==> src/include/charger_cfg.svh <==
// constants of the charger set-point block: codes, resets, fields, scaling, timing.
// assumes a 40 MHz system clock; included by the package and the design.
//
// Behaviour
// - charge word bits 7..12 form the charge code
// - charge code bit weights 128 mA doubling to 4096
// - charge requests above 8.064 A saturate at maximum
// - charge requests below 128 mA give zero current
// - reset clears charge rate, charger stays disabled
// - zero stops charging; start needs both registers valid
// - command 0x14 selects charge rate, write word
// - charge rate register reads back stored contents
// - low battery forces 128 mA until above 2.7 V
// - adapter word bits 7..12 form the adapter code
// - adapter code bit weights 256 mA doubling to 8192
// - adapter requests above 11.004 A saturate there
// - adapter requests below 256 mA give zero limit
// - reset loads adapter limit with 256 mA value
// - command 0x3F selects adapter limit, read and write
// - 175 s without charge rate or end voltage write ends charging
// - clock line low beyond 25 ms ends charging
// - after timeout, a charge rate or end voltage write re-enables charging
// - command 0x15 selects end voltage, reset zero
// - enable needs rate above 0x007F, voltage above 0x000F
// - words travel low byte first, high byte second
// - slave only, answers seven-bit address 0b0001001
`ifndef CHARGER_CFG_SVH
`define CHARGER_CFG_SVH

// bus addressing
`define CHG_SLAVE_ADDR          7'h09
`define CHG_CMD_CHARGE_RATE     8'h14
`define CHG_CMD_END_VOLTAGE     8'h15
`define CHG_CMD_ADAPTER_LIMIT   8'h3F

// reset values
`define CHG_CHARGE_RATE_RST     16'h0000
`define CHG_END_VOLTAGE_RST     16'h0000
`define CHG_ADAPTER_LIMIT_RST   16'h0080

// field positions of the six-bit dac codes
`define CHG_DAC_LSB             7
`define CHG_DAC_MSB             12
`define CHG_DAC_OVER_MSB        15

// validity thresholds for enabling
`define CHG_CHARGE_MIN_VALID    16'h007F
`define CHG_VOLT_MIN_VALID      16'h000F

// current scaling in mA
`define CHG_CHARGE_STEP_MA      128
`define CHG_ADAPTER_STEP_MA     256
`define CHG_CHARGE_MAX_MA       8064
`define CHG_ADAPTER_MAX_MA      11004
`define CHG_FOLD_MA             128

// timing
`define CHG_CLK_PERIOD_NS       25
`define CHG_TICK_NS             100000
`define CHG_TICK_CYCLES         (`CHG_TICK_NS / `CHG_CLK_PERIOD_NS)
`define CHG_WR_TIMEOUT_S        175
`define CHG_WR_TIMEOUT_TICKS    (`CHG_WR_TIMEOUT_S * (1000000000 / `CHG_TICK_NS))
`define CHG_SCL_TIMEOUT_MS      25
`define CHG_SCL_TIMEOUT_TICKS   (`CHG_SCL_TIMEOUT_MS * (1000000 / `CHG_TICK_NS))
`define CHG_TIMER_WIDTH         21

`endif

==> src/include/charger_pkg.sv <==
// types shared by the charger set-point block, its checker and its bench.
// assumes charger_cfg.svh is on the include path.
`include "charger_cfg.svh"

package charger_pkg;

  // serial slave sequencing
  typedef enum logic [2:0] {
    ST_IDLE,
    ST_RX,
    ST_ACK,
    ST_TX,
    ST_MACK
  } smb_state_t;

  // effective set-points handed to the analog loops
  typedef struct packed {
    logic        enable;
    logic        timed_out;
    logic        fold_active;
    logic [5:0]  charge_dac_code;
    logic [12:0] charge_ma;
    logic [5:0]  adapter_dac_code;
    logic [13:0] adapter_ma;
  } setpoint_t;

endpackage

==> src/core/timeout_counter.sv <==
// one watchdog: counts ticks, pulses once at the limit, holds until restart.
// assumes tick is a one-cycle pulse in the clk_sys domain.
`timescale 1ns/1ps
`default_nettype none
`include "charger_cfg.svh"

module timeout_counter #(
  parameter int unsigned WIDTH = `CHG_TIMER_WIDTH,
  parameter int unsigned LIMIT = `CHG_WR_TIMEOUT_TICKS
) (
  // clock and reset
  input  wire logic clk_sys,
  input  wire logic reset,
  // control
  input  wire logic tick,
  input  wire logic restart,
  // event
  output logic      expire_r
);

  logic [WIDTH-1:0] count_r;    // elapsed ticks
  logic [WIDTH-1:0] count_nxt;
  logic             expire_nxt;

  // next count, saturating at the limit so one expiry gives one pulse
  always_comb begin
    count_nxt  = count_r;
    expire_nxt = 1'b0;
    if (restart) begin
      count_nxt = '0;
    end else if (tick && (count_r != WIDTH'(LIMIT))) begin
      count_nxt  = count_r + WIDTH'(1);
      expire_nxt = (count_r == WIDTH'(LIMIT - 1));
    end
  end

  // registers only
  always_ff @(posedge clk_sys) begin
    if (reset) begin
      count_r  <= '0;
      expire_r <= 1'b0;
    end else begin
      count_r  <= count_nxt;
      expire_r <= expire_nxt;
    end
  end

endmodule // timeout_counter

`default_nettype wire

==> src/core/charger_setpoint_registers.sv <==
// charger set-point registers: bus slave, three words, clamped dac codes,
// low-battery foldback and two watchdogs that end charging.
// assumes scl and sda synchronous to clk_sys and debounced; sda open drain.
`timescale 1ns/1ps
`default_nettype none
`include "charger_cfg.svh"

module charger_setpoint_registers #(
  parameter int unsigned TICK_CYCLES       = `CHG_TICK_CYCLES,
  parameter int unsigned WR_TIMEOUT_TICKS  = `CHG_WR_TIMEOUT_TICKS,
  parameter int unsigned SCL_TIMEOUT_TICKS = `CHG_SCL_TIMEOUT_TICKS
) (
  // clock and reset
  input  wire logic            clk_sys,
  input  wire logic            reset,
  // bus pins
  input  wire logic            scl_in,
  input  wire logic            sda_in,
  output logic                 sda_out,
  output logic                 sda_oe,
  // battery comparators
  input  wire logic            batt_below_low,
  input  wire logic            batt_above_high,
  // effective set-points
  output charger_pkg::setpoint_t setpoint
);

  // pin history for edge and condition detection
  logic scl_q;
  logic sda_q;
  logic scl_rise;
  logic scl_fall;
  logic start_cond;
  logic stop_cond;

  // serial slave state
  charger_pkg::smb_state_t st_r, st_nxt;
  logic [7:0]  shift_r, shift_nxt;       // received byte
  logic [3:0]  bit_r, bit_nxt;           // bits moved in this byte
  logic [2:0]  byte_r, byte_nxt;         // byte index in transaction
  logic        rw_r, rw_nxt;             // read requested
  logic [7:0]  cmd_r, cmd_nxt;           // selected register, kept across transactions
  logic [7:0]  lo_r, lo_nxt;             // low byte in, high byte out
  logic [7:0]  tx_r, tx_nxt;             // outgoing shift
  logic        oe_r, oe_nxt;             // pulling sda low
  logic        ack_r, ack_nxt;           // master acked our byte
  logic        wr_pend_r, wr_pend_nxt;   // full word waiting for stop
  logic [15:0] wr_data_r, wr_data_nxt;   // word waiting for stop
  logic        commit;                   // word lands on this cycle
  logic [15:0] rd_word;                  // word selected for reading

  // word registers
  logic [15:0] charge_rate_r, charge_rate_nxt;
  logic [15:0] end_voltage_r, end_voltage_nxt;
  logic [15:0] adapter_limit_r, adapter_limit_nxt;
  logic        kick;                     // charge rate or end voltage written

  // prescaler and watchdog state
  logic [12:0] tick_cnt_r, tick_cnt_nxt;
  logic        tick_r, tick_nxt;
  logic        wr_expire;
  logic        scl_expire;
  logic        timed_out_r, timed_out_nxt;
  logic        fold_r, fold_nxt;

  // output staging
  charger_pkg::setpoint_t setpoint_nxt;
  logic [5:0]  charge_code;
  logic [5:0]  adapter_code;
  logic [13:0] adapter_raw_ma;
  logic        enable_now;

  // bus conditions
  assign scl_rise   = scl_in & ~scl_q;
  assign scl_fall   = ~scl_in & scl_q;
  assign start_cond = scl_in & scl_q & sda_q & ~sda_in;
  assign stop_cond  = scl_in & scl_q & ~sda_q & sda_in;

  // read mux; unmapped commands read as zero
  always_comb begin
    unique case (cmd_r)
      `CHG_CMD_CHARGE_RATE:   rd_word = charge_rate_r;
      `CHG_CMD_END_VOLTAGE:   rd_word = end_voltage_r;
      `CHG_CMD_ADAPTER_LIMIT: rd_word = adapter_limit_r;
      default:                rd_word = 16'h0000;
    endcase
  end

  // serial slave next state; a start always wins, even mid-byte
  always_comb begin
    st_nxt      = st_r;
    shift_nxt   = shift_r;
    bit_nxt     = bit_r;
    byte_nxt    = byte_r;
    rw_nxt      = rw_r;
    cmd_nxt     = cmd_r;
    lo_nxt      = lo_r;
    tx_nxt      = tx_r;
    oe_nxt      = oe_r;
    ack_nxt     = ack_r;
    wr_pend_nxt = wr_pend_r;
    wr_data_nxt = wr_data_r;
    commit      = 1'b0;
    if (start_cond) begin
      // repeated start discards a half-written word
      st_nxt      = charger_pkg::ST_RX;
      bit_nxt     = 4'h0;
      byte_nxt    = 3'h0;
      oe_nxt      = 1'b0;
      wr_pend_nxt = 1'b0;
    end else if (stop_cond) begin
      // word lands at the stop
      st_nxt      = charger_pkg::ST_IDLE;
      oe_nxt      = 1'b0;
      commit      = wr_pend_r;
      wr_pend_nxt = 1'b0;
    end else begin
      unique case (st_r)
        charger_pkg::ST_IDLE: begin
          // never drives the bus
          oe_nxt = 1'b0;
        end
        charger_pkg::ST_RX: begin
          if (scl_rise) begin
            // msb first
            shift_nxt = {shift_r[6:0], sda_in};
            bit_nxt   = bit_r + 4'h1;
          end else if (scl_fall && (bit_r == 4'h8)) begin
            bit_nxt = 4'h0;
            st_nxt  = charger_pkg::ST_ACK;
            oe_nxt  = 1'b1;
            unique case (byte_r)
              3'h0: begin
                // foreign address: stay silent
                if (shift_r[7:1] != `CHG_SLAVE_ADDR) begin
                  st_nxt = charger_pkg::ST_IDLE;
                  oe_nxt = 1'b0;
                end else begin
                  rw_nxt = shift_r[0];
                end
              end
              3'h1: cmd_nxt = shift_r;
              3'h2: lo_nxt  = shift_r;
              3'h3: begin
                wr_data_nxt = {shift_r, lo_r};
                wr_pend_nxt = 1'b1;
              end
              default: begin
                // extra bytes refused
                st_nxt      = charger_pkg::ST_IDLE;
                oe_nxt      = 1'b0;
                wr_pend_nxt = 1'b0;
              end
            endcase
          end
        end
        charger_pkg::ST_ACK: begin
          if (scl_fall) begin
            if (rw_r) begin
              // low byte first, high byte parked
              oe_nxt   = ~rd_word[7];
              tx_nxt   = {rd_word[6:0], 1'b0};
              lo_nxt   = rd_word[15:8];
              bit_nxt  = 4'h1;
              byte_nxt = 3'h0;
              st_nxt   = charger_pkg::ST_TX;
            end else begin
              oe_nxt   = 1'b0;
              byte_nxt = byte_r + 3'h1;
              st_nxt   = charger_pkg::ST_RX;
            end
          end
        end
        charger_pkg::ST_TX: begin
          if (scl_fall) begin
            if (bit_r == 4'h8) begin
              // release for the master's ack
              oe_nxt = 1'b0;
              st_nxt = charger_pkg::ST_MACK;
            end else begin
              oe_nxt  = ~tx_r[7];
              tx_nxt  = {tx_r[6:0], 1'b0};
              bit_nxt = bit_r + 4'h1;
            end
          end
        end
        charger_pkg::ST_MACK: begin
          if (scl_rise) begin
            ack_nxt = ~sda_in;
          end else if (scl_fall) begin
            if (ack_r && (byte_r == 3'h0)) begin
              oe_nxt   = ~lo_r[7];
              tx_nxt   = {lo_r[6:0], 1'b0};
              bit_nxt  = 4'h1;
              byte_nxt = 3'h1;
              st_nxt   = charger_pkg::ST_TX;
            end else begin
              // nack or second byte done: release
              oe_nxt = 1'b0;
              st_nxt = charger_pkg::ST_IDLE;
            end
          end
        end
      endcase
    end
  end

  // serial slave registers
  always_ff @(posedge clk_sys) begin
    if (reset) begin
      scl_q     <= 1'b1;
      sda_q     <= 1'b1;
      st_r      <= charger_pkg::ST_IDLE;
      shift_r   <= 8'h00;
      bit_r     <= 4'h0;
      byte_r    <= 3'h0;
      rw_r      <= 1'b0;
      cmd_r     <= 8'h00;
      lo_r      <= 8'h00;
      tx_r      <= 8'h00;
      oe_r      <= 1'b0;
      ack_r     <= 1'b0;
      wr_pend_r <= 1'b0;
      wr_data_r <= 16'h0000;
    end else begin
      scl_q     <= scl_in;
      sda_q     <= sda_in;
      st_r      <= st_nxt;
      shift_r   <= shift_nxt;
      bit_r     <= bit_nxt;
      byte_r    <= byte_nxt;
      rw_r      <= rw_nxt;
      cmd_r     <= cmd_nxt;
      lo_r      <= lo_nxt;
      tx_r      <= tx_nxt;
      oe_r      <= oe_nxt;
      ack_r     <= ack_nxt;
      wr_pend_r <= wr_pend_nxt;
      wr_data_r <= wr_data_nxt;
    end
  end

  // word registers: all 16 bits kept for read-back
  always_comb begin
    charge_rate_nxt   = charge_rate_r;
    end_voltage_nxt   = end_voltage_r;
    adapter_limit_nxt = adapter_limit_r;
    kick              = 1'b0;
    if (commit) begin
      unique case (cmd_r)
        `CHG_CMD_CHARGE_RATE: begin
          charge_rate_nxt = wr_data_r;
          kick            = 1'b1;
        end
        `CHG_CMD_END_VOLTAGE: begin
          end_voltage_nxt = wr_data_r;
          kick            = 1'b1;
        end
        `CHG_CMD_ADAPTER_LIMIT: adapter_limit_nxt = wr_data_r;
        default: ;
      endcase
    end
  end

  // register bank reset values
  always_ff @(posedge clk_sys) begin
    if (reset) begin
      charge_rate_r   <= `CHG_CHARGE_RATE_RST;
      end_voltage_r   <= `CHG_END_VOLTAGE_RST;
      adapter_limit_r <= `CHG_ADAPTER_LIMIT_RST;
    end else begin
      charge_rate_r   <= charge_rate_nxt;
      end_voltage_r   <= end_voltage_nxt;
      adapter_limit_r <= adapter_limit_nxt;
    end
  end

  // tick prescaler; coarse ticks keep the long watchdog narrow
  always_comb begin
    tick_nxt     = 1'b0;
    tick_cnt_nxt = tick_cnt_r + 13'h0001;
    if (tick_cnt_r == 13'(TICK_CYCLES - 1)) begin
      tick_cnt_nxt = 13'h0000;
      tick_nxt     = 1'b1;
    end
  end

  // write watchdog: restarted by every charge rate or end voltage write
  timeout_counter #(
    .WIDTH (`CHG_TIMER_WIDTH),
    .LIMIT (WR_TIMEOUT_TICKS)
  ) u_wr_watchdog (
    .clk_sys  (clk_sys),
    .reset    (reset),
    .tick     (tick_r),
    .restart  (kick),
    .expire_r (wr_expire)
  );

  // clock-low watchdog: one tick past the limit means strictly longer
  timeout_counter #(
    .WIDTH (`CHG_TIMER_WIDTH),
    .LIMIT (SCL_TIMEOUT_TICKS + 1)
  ) u_scl_watchdog (
    .clk_sys  (clk_sys),
    .reset    (reset),
    .tick     (tick_r),
    .restart  (scl_q),
    .expire_r (scl_expire)
  );

  // timeout latch and foldback hysteresis; a new expiry beats a clearing write
  always_comb begin
    timed_out_nxt = timed_out_r;
    if (wr_expire || scl_expire) begin
      timed_out_nxt = 1'b1;
    end else if (kick) begin
      timed_out_nxt = 1'b0;
    end
    fold_nxt = fold_r;
    if (batt_below_low) begin
      fold_nxt = 1'b1;
    end else if (batt_above_high) begin
      fold_nxt = 1'b0;
    end
  end

  // effective set-points: saturate on any bit above the field
  always_comb begin
    charge_code  = (|charge_rate_r[`CHG_DAC_OVER_MSB:`CHG_DAC_MSB+1]) ? 6'h3F
                   : charge_rate_r[`CHG_DAC_MSB:`CHG_DAC_LSB];
    adapter_code = (|adapter_limit_r[`CHG_DAC_OVER_MSB:`CHG_DAC_MSB+1]) ? 6'h3F
                   : adapter_limit_r[`CHG_DAC_MSB:`CHG_DAC_LSB];
    adapter_raw_ma = 14'(adapter_code) * 14'(`CHG_ADAPTER_STEP_MA);
    enable_now = (charge_rate_r > `CHG_CHARGE_MIN_VALID)
               && (end_voltage_r > `CHG_VOLT_MIN_VALID)
               && !timed_out_r;
    setpoint_nxt.enable      = enable_now;
    setpoint_nxt.timed_out   = timed_out_r;
    setpoint_nxt.fold_active = fold_r;
    if (!enable_now) begin
      setpoint_nxt.charge_dac_code = 6'h00;
    end else if (fold_r) begin
      // foldback leaves the stored word untouched
      setpoint_nxt.charge_dac_code = 6'(`CHG_FOLD_MA / `CHG_CHARGE_STEP_MA);
    end else begin
      setpoint_nxt.charge_dac_code = charge_code;
    end
    setpoint_nxt.charge_ma = 13'(setpoint_nxt.charge_dac_code) * 13'(`CHG_CHARGE_STEP_MA);
    setpoint_nxt.adapter_dac_code = adapter_code;
    setpoint_nxt.adapter_ma = (adapter_raw_ma > 14'(`CHG_ADAPTER_MAX_MA))
                              ? 14'(`CHG_ADAPTER_MAX_MA) : adapter_raw_ma;
  end

  // watchdog, foldback and output registers
  always_ff @(posedge clk_sys) begin
    if (reset) begin
      tick_cnt_r  <= 13'h0000;
      tick_r      <= 1'b0;
      timed_out_r <= 1'b0;
      fold_r      <= 1'b0;
      setpoint    <= '0;
      sda_oe      <= 1'b0;
      sda_out     <= 1'b0;
    end else begin
      tick_cnt_r  <= tick_cnt_nxt;
      tick_r      <= tick_nxt;
      timed_out_r <= timed_out_nxt;
      fold_r      <= fold_nxt;
      setpoint    <= setpoint_nxt;
      sda_oe      <= oe_nxt;
      sda_out     <= 1'b0;                                 // open drain: only ever pulls low
    end
  end

endmodule // charger_setpoint_registers

`default_nettype wire

==> config.mk <==
export PLATFORM = sky130hd
export DESIGN_NAME = charger_setpoint_registers
export DESIGN_NICKNAME = d
export VERILOG_FILES = /design/src/include/charger_pkg.sv /design/src/core/timeout_counter.sv /design/src/core/charger_setpoint_registers.sv
export VERILOG_INCLUDE_DIRS = /design/src /design/src/include
export SDC_FILE = /design/constraint.sdc
export NUM_CORES = 1
export LEC_CHECK = 0
export ABC_AREA = 1
export BUFFER_PORTS_ARGS = -buffer_cell sky130_fd_sc_hd__buf_2
export CAP_MARGIN = 25
export CELL_PAD_IN_SITES_DETAIL_PLACEMENT = 0
export CELL_PAD_IN_SITES_GLOBAL_PLACEMENT = 1
export CORE_ASPECT_RATIO = 0.7
export CORE_MARGIN = 1.5
export CORE_UTILIZATION = 44
export DETAILED_ROUTE_END_ITERATION = 16
export PLACE_DENSITY_LB_ADDON = 0.1
export SETUP_SLACK_MARGIN = 0.05
export SYNTH_ARGS = -nofsm -noshare
export SYNTH_HDL_FRONTEND = slang
export SYNTH_SLANG_ARGS = --single-unit
==> constraint.sdc <==
create_clock -name clk_sys -period 2.3 [get_ports clk_sys]
set_input_delay 0.23 -clock clk_sys [delete_from_list [all_inputs] [get_ports clk_sys]]
set_output_delay 0.23 -clock clk_sys [all_outputs]
set_load 0.05 [all_outputs]
Word level (Yosys, flattened, before mapping)
Index checks and enable logic that the tools add are counted.
- flip-flop bits (word level): 208
- input port bits: 6
- logic and storage cells: 217
- add/subtract/negate cells: 5
- order comparisons: 3
- equal/unequal tests: 36
- multiplexer cells: 72
- bitwise operators: 21
- reduce and logical (&&, ||, !) cells: 46
- operators by type and width (cell ; number):
    $mux W8 ; 12
    $pmux W16 S3 ; 1
    $add A21 B1 Y21 const B ; 2
    $mux W3 ; 12
    $mux W4 ; 9
    $ne A4 B4 Y1 const B ; 7
    $mux W6 ; 4
    $pmux W8 S3 ; 1
    $reduce_and A6 Y1 ; 4
    $reduce_and A8 Y1 ; 3
    $eq A21 B21 Y1 const B ; 1
    $eq A21 B8 Y1 const B ; 1
    $mux W1 ; 21
    $ne A21 B21 Y1 const B ; 1
    $ne A21 B8 Y1 const B ; 1
    $reduce_or A3 Y1 ; 7
    $ne A2 B2 Y1 const B ; 10
    $reduce_and A10 Y1 ; 2
    $eq A8 B5 Y1 const B ; 2
    $gt A16 B4 Y1 const B ; 1
    $gt A16 B7 Y1 const B ; 1
    $pmux W4 S4 ; 1
    $pmux W8 S2 ; 1
    $gt A14 B14 Y1 const B ; 1
    other kinds (33) ; 77

Logic depth before layout (Yosys ltp)
Gate-level depths: netlist of the first run.
- depth in word-level cells: 8
- gate-level depth with buffers: 13
- mapped depth without buffers: 13

Cells and area by module
A second synthesis of the first run with hierarchy kept.
- cells, all modules: 1343
- area, all modules: 9316.4 um2
- modules (own cells, without submodules) (module ; times used ; cells each ; area an instance (um2) ; seq. area each (um2)):
    charger_setpoint_registers ; 1 ; 914 ; 6587.6 ; 2982.9
    timeout_counter at u_wr_watchdog ; 1 ; 222 ; 1401.3 ; 440.4
    timeout_counter at u_scl_watchdog ; 1 ; 207 ; 1327.5 ; 440.4

Worst setup path before layout of the first run
No wires, ideal clock.
- path kind: register to register
- start point: register u_scl_watchdog.count_r[0]
- end point: register u_scl_watchdog.count_r[14]
- library setup time: 0.132 ns
- arrival time: 1.489 ns
- required time: 2.168 ns
- setup slack: 0.678 ns
- stages on the path, launching flop included: 10
- path buffers: 0
- clock period less this slack: 1.622 ns
- path through: dfxtp_1 ha_1 inv_1 nor2_1 inv_1 nor2_1 nand3_1 xor2_1 nand2_1 a21oi_1
- cells in the longest elaborated chain, start to end: 2
- elaborated cells between the ends (all ways): 3
- those cells by class: add/sub: 1; eq/ne: 1; reduce/logical: 1
- ends and longest elaborated chain (element ; RTL line ; text):
    from (decl) ; timeout_counter.sv:21 ; logic [WIDTH-1:0] count_r;
    from (signal assigned) ; timeout_counter.sv:43 ; count_r <= count_nxt;
    branches (longest 2 deep; another with $add A21 B1 Y21) ; - ;
Parallel ways; which one is timed is not known.
A chain may end at the register's enable or synchronous reset.

Final worst setup path of the first run
- start point: register u_scl_watchdog.count_r[0]
- end point: register u_scl_watchdog.count_r[0]
Same word-level chain as after synthesis.

==> results by stage, run 1 <==
STA:
- Timing would allow up to 0.507 GHz.
- The final cycle utilization of the critical path is 85.7%.
- The final max-slew violation count is 0.
- The final number of hold-violating endpoints is 0.
- Between clock sinks in the finished design, the worst skew comes to 0.0109 ns.
- The shortest period the worst path allows is 1.97 ns.
- Adding up every negative setup slack in the final design gives 0 ns.
- Setup violations remaining at the end of the flow were counted as 0.
- The worst path setup slack after routing is 0.328 ns.
- Setup repair after global routing left no endpoint under its margin.

Pwr:
- Per report_power, the sequential group accounts for 47.2% of the total.
- The switching power is 2.07 mW.
- The part of the total power dissipated in the clock network is 42.5%.
- In this run the power density over the cells is 730 nW/µm².
- The static leakage is 4.22 nW.
- The share of total power in combinational logic is 10.3%.
- Of the total power, the share spent switching nets is 27.5%.
- The maximum resistive drop on vdd is 0.000538 V.
- The internal portion of the total power is 5.46 mW.

Critical path:
- The signal on the critical path passes through ha_1 -> nand3_1 -> nor3_1 -> nand3_1 -> nand2_1 -> buf_4 -> o21ai_0 -> a21oi_1.
- Of all nets on the critical path, the largest fanout is 16.
- The largest single stage delay on the critical path is 0.41 ns.
- The worst register-to-register path begins at u_scl_watchdog.count_r[0].
- At the worst endpoint, the arrival time is 2.36 ns.
- STA classifies the critical path endpoint as a register.
- Data on the critical path is required at its endpoint by 2.69 ns.
- The most repeated library cell on the critical path is nand3_1.
- The critical path starts at u_scl_watchdog.count_r[0].
- Among all stages on the critical path, the largest delay is contributed by dfxtp_1.
- By startpoint and endpoint, the worst setup path is classified as reg -> reg.
- The startpoint kind of the worst setup timing path is a register.

Floorplan:
- After floorplanning, the core was sized to cover 20,700 µm².
- The die outline area is 22,000 µm².
- The number of standard-cell rows in the floorplan is 44.
- The initial standard-cell utilization of the core is 44.9%.
- The I/O pin total is 50.
- Measured along the x axis, the die boundary spans 177 µm.
- Measured along the y axis, the die boundary spans 125 µm.

Routing:
- The count of nets left with antenna violations once routing finished came out at 0.
- The first-pass detailed-route iteration total is 5.
- The routed layout has 8,160 vias.
- The wire length reported by the detailed router is 23,600 µm.
- The per-cell via count in the routed design is 4.88.
- The detail-routed net length per standard cell is 14.1 µm.
- The detailed router finished its first iteration with 533 violations.
- The DRC violations left is 0.

Outcome:
- The run finished with clean final reports.

Clocking:
- The later pin in the worst-skew pair is clocked with a latency of 0.46 ns.
- Counting every sink on the clock net gives 193.
- Post-CTS repair changed the size of 0 cells.
- The total clock buffers created by CTS is 17.
- The maximum root-to-sink buffer count is 2.
- The number of levels in the clock H-tree is 4.
- The number of hold buffers added after CTS was 2.
- The CTS tree is done.
- The post-CTS setup buffer count is 0.
- The root cell of the clock tree is clkbuf_16.
- The post-CTS clock slew at the launch and capture registers of the worst setup and hold paths is 0.07 ns.

Hold path:
- The startpoint of the lowest-slack hold path is sda_in.
- In this run the worst hold path is classified as in -> reg.

Logic synthesis:
- The fraction of synthesis flops using an asynchronous set or reset pin is 0%.
- Counting flops with a built-in enable in the synthesized netlist gives 0.
- The leading area contributor after synthesis is dfxtp_1.
- The most frequent cell after synthesis is nand2_1.
- The sequential share of the synthesized area is 41.6%.
- By area the synthesized netlist is led by dfxtp_1, nand2_1, nor2_1.
- By count the netlist is led by nand2_1, dfxtp_1, nor2_1, inv_1, a21oi_1.
- In the synthesized netlist the dominant register cell turns out to be dfxtp_1.
- The average size of a mapped cell is 6.85 µm².
- The register bit total from synthesis is 193.
- The number of warnings reported in the yosys synthesis log is 0.
- The count of cell types in the netlist is 42.
- The portion of synthesized cell area occupied by the leading cell type is 41.6%.
- The cell count after synthesis came out at 1,355.
- The cell area after synthesis is 9290 µm².

Placed design:
- The routability congestion estimate from global placement is 0.882.
- During placement, the flow inserted port buffers numbering 39.
- The worst slack at placement is 0.350 ns.
- The HPWL after detailed placement is 17,100 µm.
- After detailed placement, the design holds a cell count of 1,637.
- The post-placement cell area is 9670 µm².

Global routing:
- The first-pass GRT wire length is 38,800 µm.
- The pin count of the biggest net entering global routing is 83.
- The overall global routing resource usage is 22.4%.
- The initial antenna violation count is 0.
- The number of global-route vias before repair was 7,379.
- The global route total overflow is 0.

Layout:
- The number of antenna diodes in the final layout is 0.
- The number of fill cells in the layout is 2,121.
- The final cell count without fillers is 1,671.
- The area growth from synthesis to layout is 11.1%.
- The finished cells cover 10,300 µm².
- In the final layout, the share of cells above drive strength 1 is 8.96%.
- The net count of the finished layout is 1,400.
- Once layout is complete, the utilization of the core stands at 49.8%.

Run:
- Max-cap violations in this run came to 0.
==> power groups by stage <==
| stage | logic (mW) | clock network (mW) | registers (mW) |
|---|---|---|---|
| 2_1_floorplan | 0.619 | 0 | 3.63 |
| 3_3_place_gp | 0.771 | 0 | 3.63 |
| 3_5_place_dp | 0.768 | 0 | 3.63 |
| 6_report | 0.775 | 3.20 | 3.55 |
| 4_1_cts | 0.778 | 3.27 | 3.55 |
| 5_1_grt | 0.893 | 3.41 | 3.57 |
==> cells in the final DEF (no fill, tap or decap), types with 17 or more instances in the layout <==
master     instances
a21oi_1          114
nor2_1           187
nand3_1           83
buf_4             23
dfxtp_1          193
clkbuf_16         17
o21ai_0           77
nor3_1            22
inv_1            142
nand2_1          341
buf_2             39
xor2_1            20
a211oi_1          26
==> stage by stage <==
step | total power [mW] | hold slack [ns]
6_report | 7.53 | 0.0289
5_1_grt | 7.87 | 0.0304
4_1_cts | 7.60 | 0.00980
3_5_place_dp | 4.40 | 0.427
3_3_place_gp | 4.40 | 0.432
2_1_floorplan | 4.24 | 0.320
==> worst max-delay path, delay by kind of cell (launching register included) <==
family	cells	cell delay, ns
fa+ha+maj	1	0.27
buf+inv	1	0.28
simple gates	4	0.71
compound gates	2	0.23
flops	1	0.41
==> final timing paths <==
path	slack (ns)	end	depth (start not counted)
max	0.33	u_scl_watchdog.count_r[0]	8
min	0.03	ack_r	2
max reg2reg	0.33	u_scl_watchdog.count_r[0]	8
min reg2reg	0.45	tick_cnt_r[0]	1
==> cell type report <==
| type | instances | area [µm²] | area share, % |
|---|---|---|---|
| Multi-Input combinational cell | 952 | 4500 | 43.6 |
| Clock inverter | 15 | 201 | 1.95 |
| Sequential cell | 193 | 3860 | 37.5 |
| Timing Repair Buffer | 65 | 408 | 3.95 |
| Inverter | 153 | 574 | 5.57 |
| Tap cell | 276 | 345 | 3.35 |
| Clock buffer | 17 | 425 | 4.12 |
==> sequential cells by signal, indices dropped and copies added (netlist names), 3 cells and up <==
| signal | flops |
|---|---|
| end_voltage_r | 16 |
| lo_r | 8 |
| byte_r | 3 |
| charge_rate_r | 16 |
| u_scl_watchdog.count_r | 21 |
| u_wr_watchdog.count_r | 21 |
| tick_cnt_r | 13 |
| adapter_limit_r | 16 |
| bit_r | 4 |
| shift_r | 8 |
| setpoint | 22 |
| wr_data_r | 16 |
| tx_r | 7 |
| cmd_r | 8 |
| st_r | 3 |
==> metal layers <==
layer,part of all wire [%],up-vias,global-route usage (%),wire length [µm]
met2,38,157,29.5,8870
met5,0,-,0,0
met1,57,3624,36.0,13400
met4,1.1,0,5.88,254
met3,4.3,21,4.21,1030
li1,-,4358,-,-
==> kinds of logic after synthesis <==
logic type,share of synthesized area (%)
flops,41.6
other cells,0.0404
simple gates,30.1
buf+inv,10.3
xor+xnor,2.73
compound gates,13.5
fa+ha+maj,1.62
Note: power is estimated with default switching activity, not from simulation.
==> run 2: changes to the inputs <==
--- a/config.mk
+++ b/config.mk
@@ -12,7 +12,7 @@
 export CELL_PAD_IN_SITES_DETAIL_PLACEMENT = 0
 export CELL_PAD_IN_SITES_GLOBAL_PLACEMENT = 1
 export CORE_ASPECT_RATIO = 0.7
-export CORE_MARGIN = 1.5
+export CORE_MARGIN = 2
 export CORE_UTILIZATION = 44
 export DETAILED_ROUTE_END_ITERATION = 16
 export PLACE_DENSITY_LB_ADDON = 0.1
==> run 2 against run 1 <==
Effect of this change: global-route usage fell by 0.15 points; clock power fell by 3%; largest power group unchanged; die area rose by 1.4%; design area fell by 0.35%; core utilization fell by 0.18 points; wire length rose by 0.89%; total power fell by 1.3%; sequential share of layout area rose by 0.13 points; clock skew fell by 0.00052 ns; critical endpoint is now u_scl_watchdog.count_r[1]; highest routed layer unchanged; register-to-register slack improved by 0.05 ns; count of clock-buffer cells in the layout rose by 4; setup slack improved by 0.048 ns.
==> results by stage, run 2 (synthesis gave the netlist of run 1 again) <==
Clocking:
- The total clock buffers created by CTS is 17 (unchanged).
- The post-CTS clock slew at the launch and capture registers of the worst setup and hold paths came to 0.07 ns (about the same).
- The maximum root-to-sink buffer count is 2 (unchanged).
- TritonCTS built the clock tree.
- The post-CTS setup buffer count was 0 (unchanged).
- The number of levels in the clock H-tree is 4 (unchanged).
- The number of sinks on the clock net was 193 (unchanged).
- The clock latency on the worst-skew pair is 0.44 ns (-0.02 ns).
- The root cell of the clock tree is clkbuf_16.
- The post-cts repair resize count was 0 (unchanged).

Global routing:
- The global-route met1 utilization was 36.5% (+0.50 points).
- The met3 global-route usage is 4.20% (-0.015 points).
- The overall global routing resource usage is 22.2% (-0.15 points).
- The initial antenna violation count is 0 (unchanged).
- The met2 global-route usage was 28.7% (-0.80 points).
- The most used routing layer is met1.
- The number of global-route vias before repair is 7,345 (-0.46%).
- The global route total overflow was 0 (unchanged).
- The pin count of the biggest net entering global routing is 36 (-57%).
- The first-pass GRT wire length is 38,900 µm (+0.28%).

Layout:
- The register containing the most flip-flops in the final layout is setpoint.
- The number of fill cells in the layout is 2,134 (+0.61%).
- Leaving out fill and tap cells, the most frequent cells in the layout are nand2_1, dfxtp_1, nor2_1.
- The sequential cell area in the final layout is 3860 µm² (unchanged).
- The area added between synthesis and finish is 10.7%.
- The number of flip-flops in the largest register is 22 (unchanged).
- In the final layout, the registers with the most flip-flops are setpoint: 22 flops, u_scl_watchdog.count_r: 21 flops, u_wr_watchdog.count_r: 21 flops.
- The footprint of the multi-input gates came to 4500 µm² (unchanged).
- The layout net count is 1,399 (-0.071%).
- The fraction of final layout cells with drive strength greater than 1 is 8.82% (-0.14 points).
- The total non-filler cell area in the finished layout is 10,300 µm² (-0.35%).
- The count of antenna diodes in the layout is 0 (unchanged).
- The commonest non-fill, non-tap cell in the layout is nand2_1.

Floorplan:
- The die boundary height is 126 µm (+0.80%).
- The number of standard-cell rows in the floorplan is 44 (unchanged).
- The overall die width is 178 µm (+0.57%).
- The die outline area was 22,300 µm² (+1.4%).
- The core box area came to 20,700 µm² (unchanged).
- The I/O pin total is 50 (unchanged).
- The initial standard-cell utilization of the core is 44.9% (unchanged).

Routing:
- The number of DRC markers in iteration 0 came to 769 (+44%).
- The post-route antenna net violation count came to 0 (unchanged).
- The per-cell via count in the routed design came to 5.00 (+2.4%).
- The DRC violations left is 0 (unchanged).
- The detail-routed net length per standard cell is 14.3 µm (+0.95%).
- The wire length reported by the detailed router is 23,800 µm (+0.89%).
- The first-pass detailed-route iteration total is 5 (unchanged).
- The routed via count is 8,349 (+2.3%).

Critical path:
- The most critical setup path has its startpoint at u_scl_watchdog.count_r[0].
- The data arrival time at the worst-slack endpoint came to 2.30 ns (-0.06 ns).
- The data required time of the critical path is 2.67 ns (-0.02 ns).
- The startpoint identified for the worst register-to-register timing path is u_scl_watchdog.count_r[0].
- The maximum fanout along the worst path is 19 (+3).
- The dominant delay contributor by cell family on the critical path is simple AND/OR/NAND/NOR gates.
- The worst setup path category is reg -> reg.
- The critical path's largest stage delay is 0.41 ns (about the same).
- The register-to-register setup slack came to 0.38 ns (+0.05 ns).
- The slowest cell on the critical path is dfxtp_1.
- The kind of end point of the critical path is a register.
- The startpoint kind of the worst setup timing path is a register.
- The number of buffer and inverter instances along the worst setup path is 1 (unchanged).
- The most repeated library cell on the critical path is nand2_1.
- The critical path goes through ha_1 -> nand3_1 -> nor3_1 -> nand3_1 -> nand2_1 -> inv_2 -> nand2_1 -> nand2_1 -> a21oi_1.

STA:
- Setup repair after global routing left no endpoint under its margin.
- The worst path setup slack after routing is 0.376 ns (+0.0477 ns).
- The shortest period the worst path allows came to 1.92 ns (-0.0477 ns).
- The maximum operating frequency is 0.520 GHz (+2.5%).
- The aggregate negative setup slack is 0 ns (unchanged).
- The maximum clock skew at final layout is 0.0104 ns (-0.000519 ns).
- The number of endpoints failing setup at the final stage is 0 (unchanged).
- The final number of hold-violating endpoints was 0 (unchanged).
- The measured slew at the worst slew-check pin is 0.538 ns.
- Measured against its own limit, the worst slew margin works out to 64.1%.
- The final max-slew violation count is 0 (unchanged).
- The final cycle utilization of the critical path was 83.6% (-2.1 points).

Placed design:
- The number of buffers added on ports is 39 (unchanged).
- The post-placement cell area is 9650 µm² (-0.21%).
- The HPWL after detailed placement is 17,300 µm (+0.74%).
- The routability congestion estimate from global placement is 0.862 (-2.2%).
- The worst slack at placement came to 0.390 ns (+0.0399 ns).

Pwr:
- The maximum resistive drop on vdd is 0.000409 V (-24%).
- The static leakage came to 4.20 nW (-0.32%).
- The power density of the placed cells is 723 nW/µm² (-0.97%).
- The total power consumption of the routed design came to 7.43 mW (-1.3%).

Hold path:
- The path class of the tightest hold or removal check is in -> reg.
- The startpoint identified for the worst hold timing path is sda_in.

Outcome:
- The flow ran to the end, and the final reports show no timing, DRC or antenna violations.

Run:
- The number of violations of the max-capacitance limit was 0 (unchanged).
[run 2: changes by cell type in the layout (fill, tap and decap cells not counted), sizes merged]
cell and delta:
clkbuf +4, clkinv -3, buf -1, bufinv -1, clkinvlp -1, inv +1
[run 2: cell type report]
cell class / count / share of cell area, %
sequential: 193 / 37.6
inverter: 153 / 5.59
multi-input combinational: 952 / 43.7
tap: 276 / 3.36
clock inverter: 11 / 1.36
clock buffer: 21 / 4.58
timing repair buffer: 64 / 3.77
[run 2: worst reg2reg max path: stages, from the launching register on]
cell     delay, ns
dfxtp_1       0.41
ha_1          0.27
nand3_1       0.11
nor3_1        0.17
nand3_1       0.16
nand2_1       0.25
inv_2         0.22
nand2_1       0.11
nand2_1       0.05
a21oi_1       0.12
[run 2: per-stage QoR]
step / instances / utilization [%] / hold slack (ns)
finish: 1670 / 49.7 / 0.0479
global route: 1670 / 49.7 / 0.0208
detailed placement: 1636 / 46.6 / 0.431
CTS: 1670 / 49.7 / 0.00963
global placement: 1636 / 46.6 / 0.435
floorplan: 1364 / - / 0.320
[run 2: final timing paths]
check	cells after the start	end
max	9	u_scl_watchdog.count_r[1]
min	2	ack_r
max reg2reg	9	u_scl_watchdog.count_r[1]
min reg2reg	2	cmd_r[6]
[run 2: what timing repair did]
item	4_1_cts	5_1_grt
endpoints found under the hold margin	1	0
hold buffers	2	0
setup endpoints to repair	0	0
[run 2: routing by layer]
layer | up-vias | part of all wire [%]
met5 | - | 0
met2 | 192 | 38
met4 | 0 | 0.79
li1 | 4352 | -
met3 | 14 | 5.6
met1 | 3791 | 56
[run 2: power breakdown]
group          total [mW]  switching (mW)  internal [mW]
logic               0.775           0.545          0.230
clock network        3.11            1.38           1.72
registers            3.55          0.0744           3.48
total                7.43            2.00           5.43
==> run 3: changes to the inputs <==
--- a/config.mk
+++ b/config.mk
@@ -6,14 +6,14 @@
 export SDC_FILE = /design/constraint.sdc
 export NUM_CORES = 1
 export LEC_CHECK = 0
-export ABC_AREA = 1
+export ABC_AREA = 0
 export BUFFER_PORTS_ARGS = -buffer_cell sky130_fd_sc_hd__buf_2
 export CAP_MARGIN = 25
 export CELL_PAD_IN_SITES_DETAIL_PLACEMENT = 0
 export CELL_PAD_IN_SITES_GLOBAL_PLACEMENT = 1
 export CORE_ASPECT_RATIO = 0.7
 export CORE_MARGIN = 2
-export CORE_UTILIZATION = 44
+export CORE_UTILIZATION = 46
 export DETAILED_ROUTE_END_ITERATION = 16
 export PLACE_DENSITY_LB_ADDON = 0.1
 export SETUP_SLACK_MARGIN = 0.05
==> constraint.sdc (replaced) <==
create_clock -name clk_sys -period 1.9 [get_ports clk_sys]
set_input_delay 0.19 -clock clk_sys [delete_from_list [all_inputs] [get_ports clk_sys]]
set_output_delay 0.19 -clock clk_sys [all_outputs]
set_load 0.05 [all_outputs]
==> run 3 against run 2 <==
Effect of this change: non-clock buffer count up 82; total power up 6.5%; critical path depth down 4; area after synthesis down 7.8%; die area down 11%; design area up 1.6%; sequential share of layout area down 0.39 points; clock skew up 0.0024 ns; register-to-register slack worse by 0.33 ns; critical path type unchanged.
==> results by stage, run 3 <==
Outcome:
- The flow ran to the end, and the final reports show no timing, DRC or antenna violations.

Pwr:
- The power density of the placed cells is 759 nW/µm² (+4.9%).
- The internal portion of total power is 6.02 mW (+11%).
- The relative contribution of sequential cells to total power is 51.3% (+3.5 points).
- The static leakage is 3.97 nW (-5.7%).
- The share of total power consumed by net switching came to 24.0% (-2.9 points).
- The share of total power in combinational logic came to 3.3% (-7.1 points).
- The switching power is 1.90 mW (-5.1%).
- The part of the total power dissipated in the clock network is 45.4% (+3.6 points).
- The total power consumption of the routed design is 7.92 mW (+6.5%).
- The maximum resistive drop on vdd came to 0.000596 V (+46%).

Floorplan:
- The initial standard-cell utilization of the core came to 47.3% (+2.4 points).
- The core box area is 18,100 µm² (-13%).
- The number of standard-cell rows in the floorplan is 41 (-6.8%).
- The die boundary height came to 118 µm (-5.9%).
- The die outline area came to 19,700 µm² (-11%).
- The overall die width is 167 µm (-5.9%).
- The I/O pin total is 50 (unchanged).

Placed design:
- The number of buffers added on ports is 39 (unchanged).
- The routability congestion estimate from global placement was 0.867 (+0.51%).
- The HPWL after detailed placement is 16,100 µm (-6.7%).
- The number of instances in the placed design came to 1,324 (-19%).

STA:
- The worst slew margin relative to its limit is 55.2% (-8.9 points).
- The aggregate negative setup slack is 0 ns (unchanged).
- The measured slew at the worst slew-check pin came to 0.671 ns (+0.133 ns).
- The shortest period the worst path allows came to 1.85 ns (-0.0733 ns).
- The number of endpoints failing setup at the final stage came to 0 (unchanged).
- The maximum clock skew at final layout is 0.0128 ns (+0.00244 ns).
- The final max-slew violation count came to 0 (unchanged).
- The maximum operating frequency is 0.540 GHz (+4.0%).
- Setup repair after global routing could not meet its margin everywhere.
- The worst hold slack after final layout came to 0.0528 ns (+0.00485 ns).
- The final number of hold-violating endpoints is 0 (unchanged).
- The final cycle utilization of the critical path was 97.4% (+14 points).

Layout:
- The commonest non-fill, non-tap cell in the layout is dfxtp_1.
- The register containing the most flip-flops in the final layout is setpoint.
- The layout net count is 1,137 (-19%).
- The number of flip-flops in the largest register is 22 (unchanged).
- The count of antenna diodes in the layout came to 0 (unchanged).
- The fraction of final layout cells with drive strength greater than 1 is 20.8% (+12 points).
- The largest registers in the layout are setpoint: 22 flops, u_scl_watchdog.count_r: 21 flops, u_wr_watchdog.count_r: 21 flops.
- The number of fill cells in the layout is 1,682 (-21%).
- The footprint of the multi-input gates is 4530 µm² (+0.67%).
- The core utilization of the finished layout is 57.7% (+8.0 points).
- The final cell count without fillers came to 1,368 (-18%).
- Leaving out fill and tap cells, the most frequent cells in the layout are dfxtp_1, nand2_1, nor2_1.
- The area growth from synthesis to layout is 21.9%.
- The sequential cell area in the final layout was 3880 µm² (+0.52%).

Critical path:
- The maximum fanout along the worst path is 4 (-15).
- The critical path's largest stage delay is 0.51 ns (+0.10 ns).
- The worst setup path category is reg -> reg.
- Traced cell by cell, the critical path runs through or3b_2 -> a21oi_4 -> o311ai_4 -> or4_1 -> a21oi_2.
- The data required time of the critical path is 2.26 ns (-0.41 ns).
- The worst setup path is captured at a register.
- The data arrival time at the worst-slack endpoint is 2.21 ns (-0.09 ns).
- The slowest cell on the critical path is or3b_2.
- The worst setup path is launched from a register.

Logic synthesis:
- The leading area contributor after synthesis is dfxtp_1.
- The cell count after synthesis was 1,027 (-24%).
- The register bit total from synthesis was 193 (unchanged).
- The number of enable-type register cells in the synthesized netlist is 0 (unchanged).
- Yosys attributes the largest share of cell area to dfxtp_1, nand2_1, nor2_1.
- The cell area after synthesis is 8570 µm² (-7.8%).
- Yosys instantiated no cell more often than dfxtp_1.
- The number of warnings reported in the yosys synthesis log was 0 (unchanged).
- After synthesis, the most frequently instantiated cells are dfxtp_1, nand2_1, nor2_1, a21oi_1, clkbuf_1.
- The portion of synthesized cell area occupied by the leading cell type is 45.1% (+3.5 points).
- The fraction of synthesis flops using an asynchronous set or reset pin is 0% (unchanged).
- For this run, the leading register cell type out of synthesis is dfxtp_1.
- The count of cell types in the netlist is 66 (+57%).
- The sequential share of the synthesized area is 45.1% (+3.5 points).
- The average size of a mapped cell is 8.34 µm² (+22%).

Clocking:
- The root cell of the clock tree is clkbuf_16.
- The number of sinks on the clock net was 193 (unchanged).
- The maximum root-to-sink buffer count is 2 (unchanged).
- The number of levels in the clock H-tree is 4 (unchanged).
- The post-CTS clock slew at the launch and capture registers of the worst setup and hold paths came to 0.07 ns (about the same).
- The clock latency on the worst-skew pair came to 0.43 ns (about the same).
- TritonCTS built the clock tree.
- The total clock buffers created by CTS is 17 (unchanged).

Routing:
- The wire length reported by the detailed router is 22,800 µm (-4.1%).
- The DRC violations left is 0 (unchanged).
- The first-pass detailed-route iteration total came to 5 (unchanged).
- The per-cell via count in the routed design was 5.52 (+10%).
- The detail-routed net length per standard cell is 16.7 µm (+17%).
- The routed via count is 7,551 (-9.6%).
- The number of DRC markers in iteration 0 is 693 (-9.9%).
- The post-route antenna net violation count is 0 (unchanged).

Global routing:
- The pin count of the biggest net entering global routing is 90 (+150%).
- The global route total overflow is 0 (unchanged).
- The overall global routing resource usage is 23.1% (+0.85 points).
- The first-pass GRT wire length is 36,700 µm (-5.8%).
- The initial antenna violation count is 0 (unchanged).
- The number of global-route vias before repair was 6,830 (-7.0%).

Hold path:
- The class of the tightest hold or removal check is in -> reg.

Run:
- The number of violations of the max-capacitance limit came to 0 (unchanged).
[run 3: stage by stage]
step | area [µm²] | setup slack [ns]
finish | 10400 | 0.0494
global route | 10400 | -0.0330
CTS | 10200 | 0.0513
detailed placement | 9490 | -0.0442
global placement | 9490 | 0.0153
floorplan | 8640 | -0.0131
[run 3: cell type report]
type                            count  share of cell area [%]
Multi-Input combinational cell    743                    43.4
Sequential cell                   193                    37.2
Timing Repair Buffer              146                    10.4
Clock buffer                       18                    4.21
Tap cell                          236                    2.83
Clock inverter                     14                    1.39
Inverter                           18                   0.647
[run 3: worst max-delay path, delay by kind of cell, from the launching register on]
kind,cells,cell delay [ns]
flip-flops,1,0.38
AND/OR/NAND/NOR,2,0.94
AO/OA/AOI/OAI,3,0.46
[run 3: logic make-up after synthesis]
family                     synth area share (%)
muxes                                      2.59
DFF                                        45.1
xor gates and xnor gates                   4.19
adders and majority gates                  1.75
and+or+nand+nor                            24.8
buffers and inverters                      5.43
AOI/OAI and AO/OA                          16.1
other                                    0.0438
[run 3: power groups by stage]
| stage | Combinational, mW | Clock [mW] | Sequential [mW] |
|---|---|---|---|
| floorplan | 0.175 | 0 | 4.17 |
| global placement | 0.246 | 0 | 4.16 |
| detailed placement | 0.244 | 0 | 4.16 |
| CTS | 0.253 | 3.66 | 4.07 |
| global route | 0.279 | 3.82 | 4.07 |
| finish | 0.261 | 3.59 | 4.07 |
[run 3: what timing repair did]
| action | in CTS | in global routing |
|---|---|---|
| endpoints found under the hold margin | 2 | 0 |
| gates resized for setup | 13 | 53 |
| pin swaps | 1 | 12 |
| hold buffers | 2 | 0 |
| gates cloned | 0 | 1 |
| buffers inserted | 5 | 5 |
| setup endpoints to repair | 31 | 86 |
[run 3: path summary, 6_finish.rpt]
kind,start,to,slack [ns],depth (start not counted)
hold / removal,batt_above_high,fold_r,0.05,4
setup reg to reg,st_r[2],bit_r[3],0.05,5
hold reg to reg,end_voltage_r[3],end_voltage_r[3],0.45,2
setup / recovery,st_r[2],bit_r[3],0.05,5
[run 3: metal layers]
metal / GRT usage [%] / wire length [µm] / up-vias / part of all wire, %
li1: - / - / 3759 / -
met1: 38.3 / 12800 / 3576 / 56
met2: 29.2 / 8360 / 202 / 37
met3: 4.96 / 1440 / 14 / 6.3
met4: 5.12 / 229 / 0 / 1.0
met5: 0 / 0 / - / 0
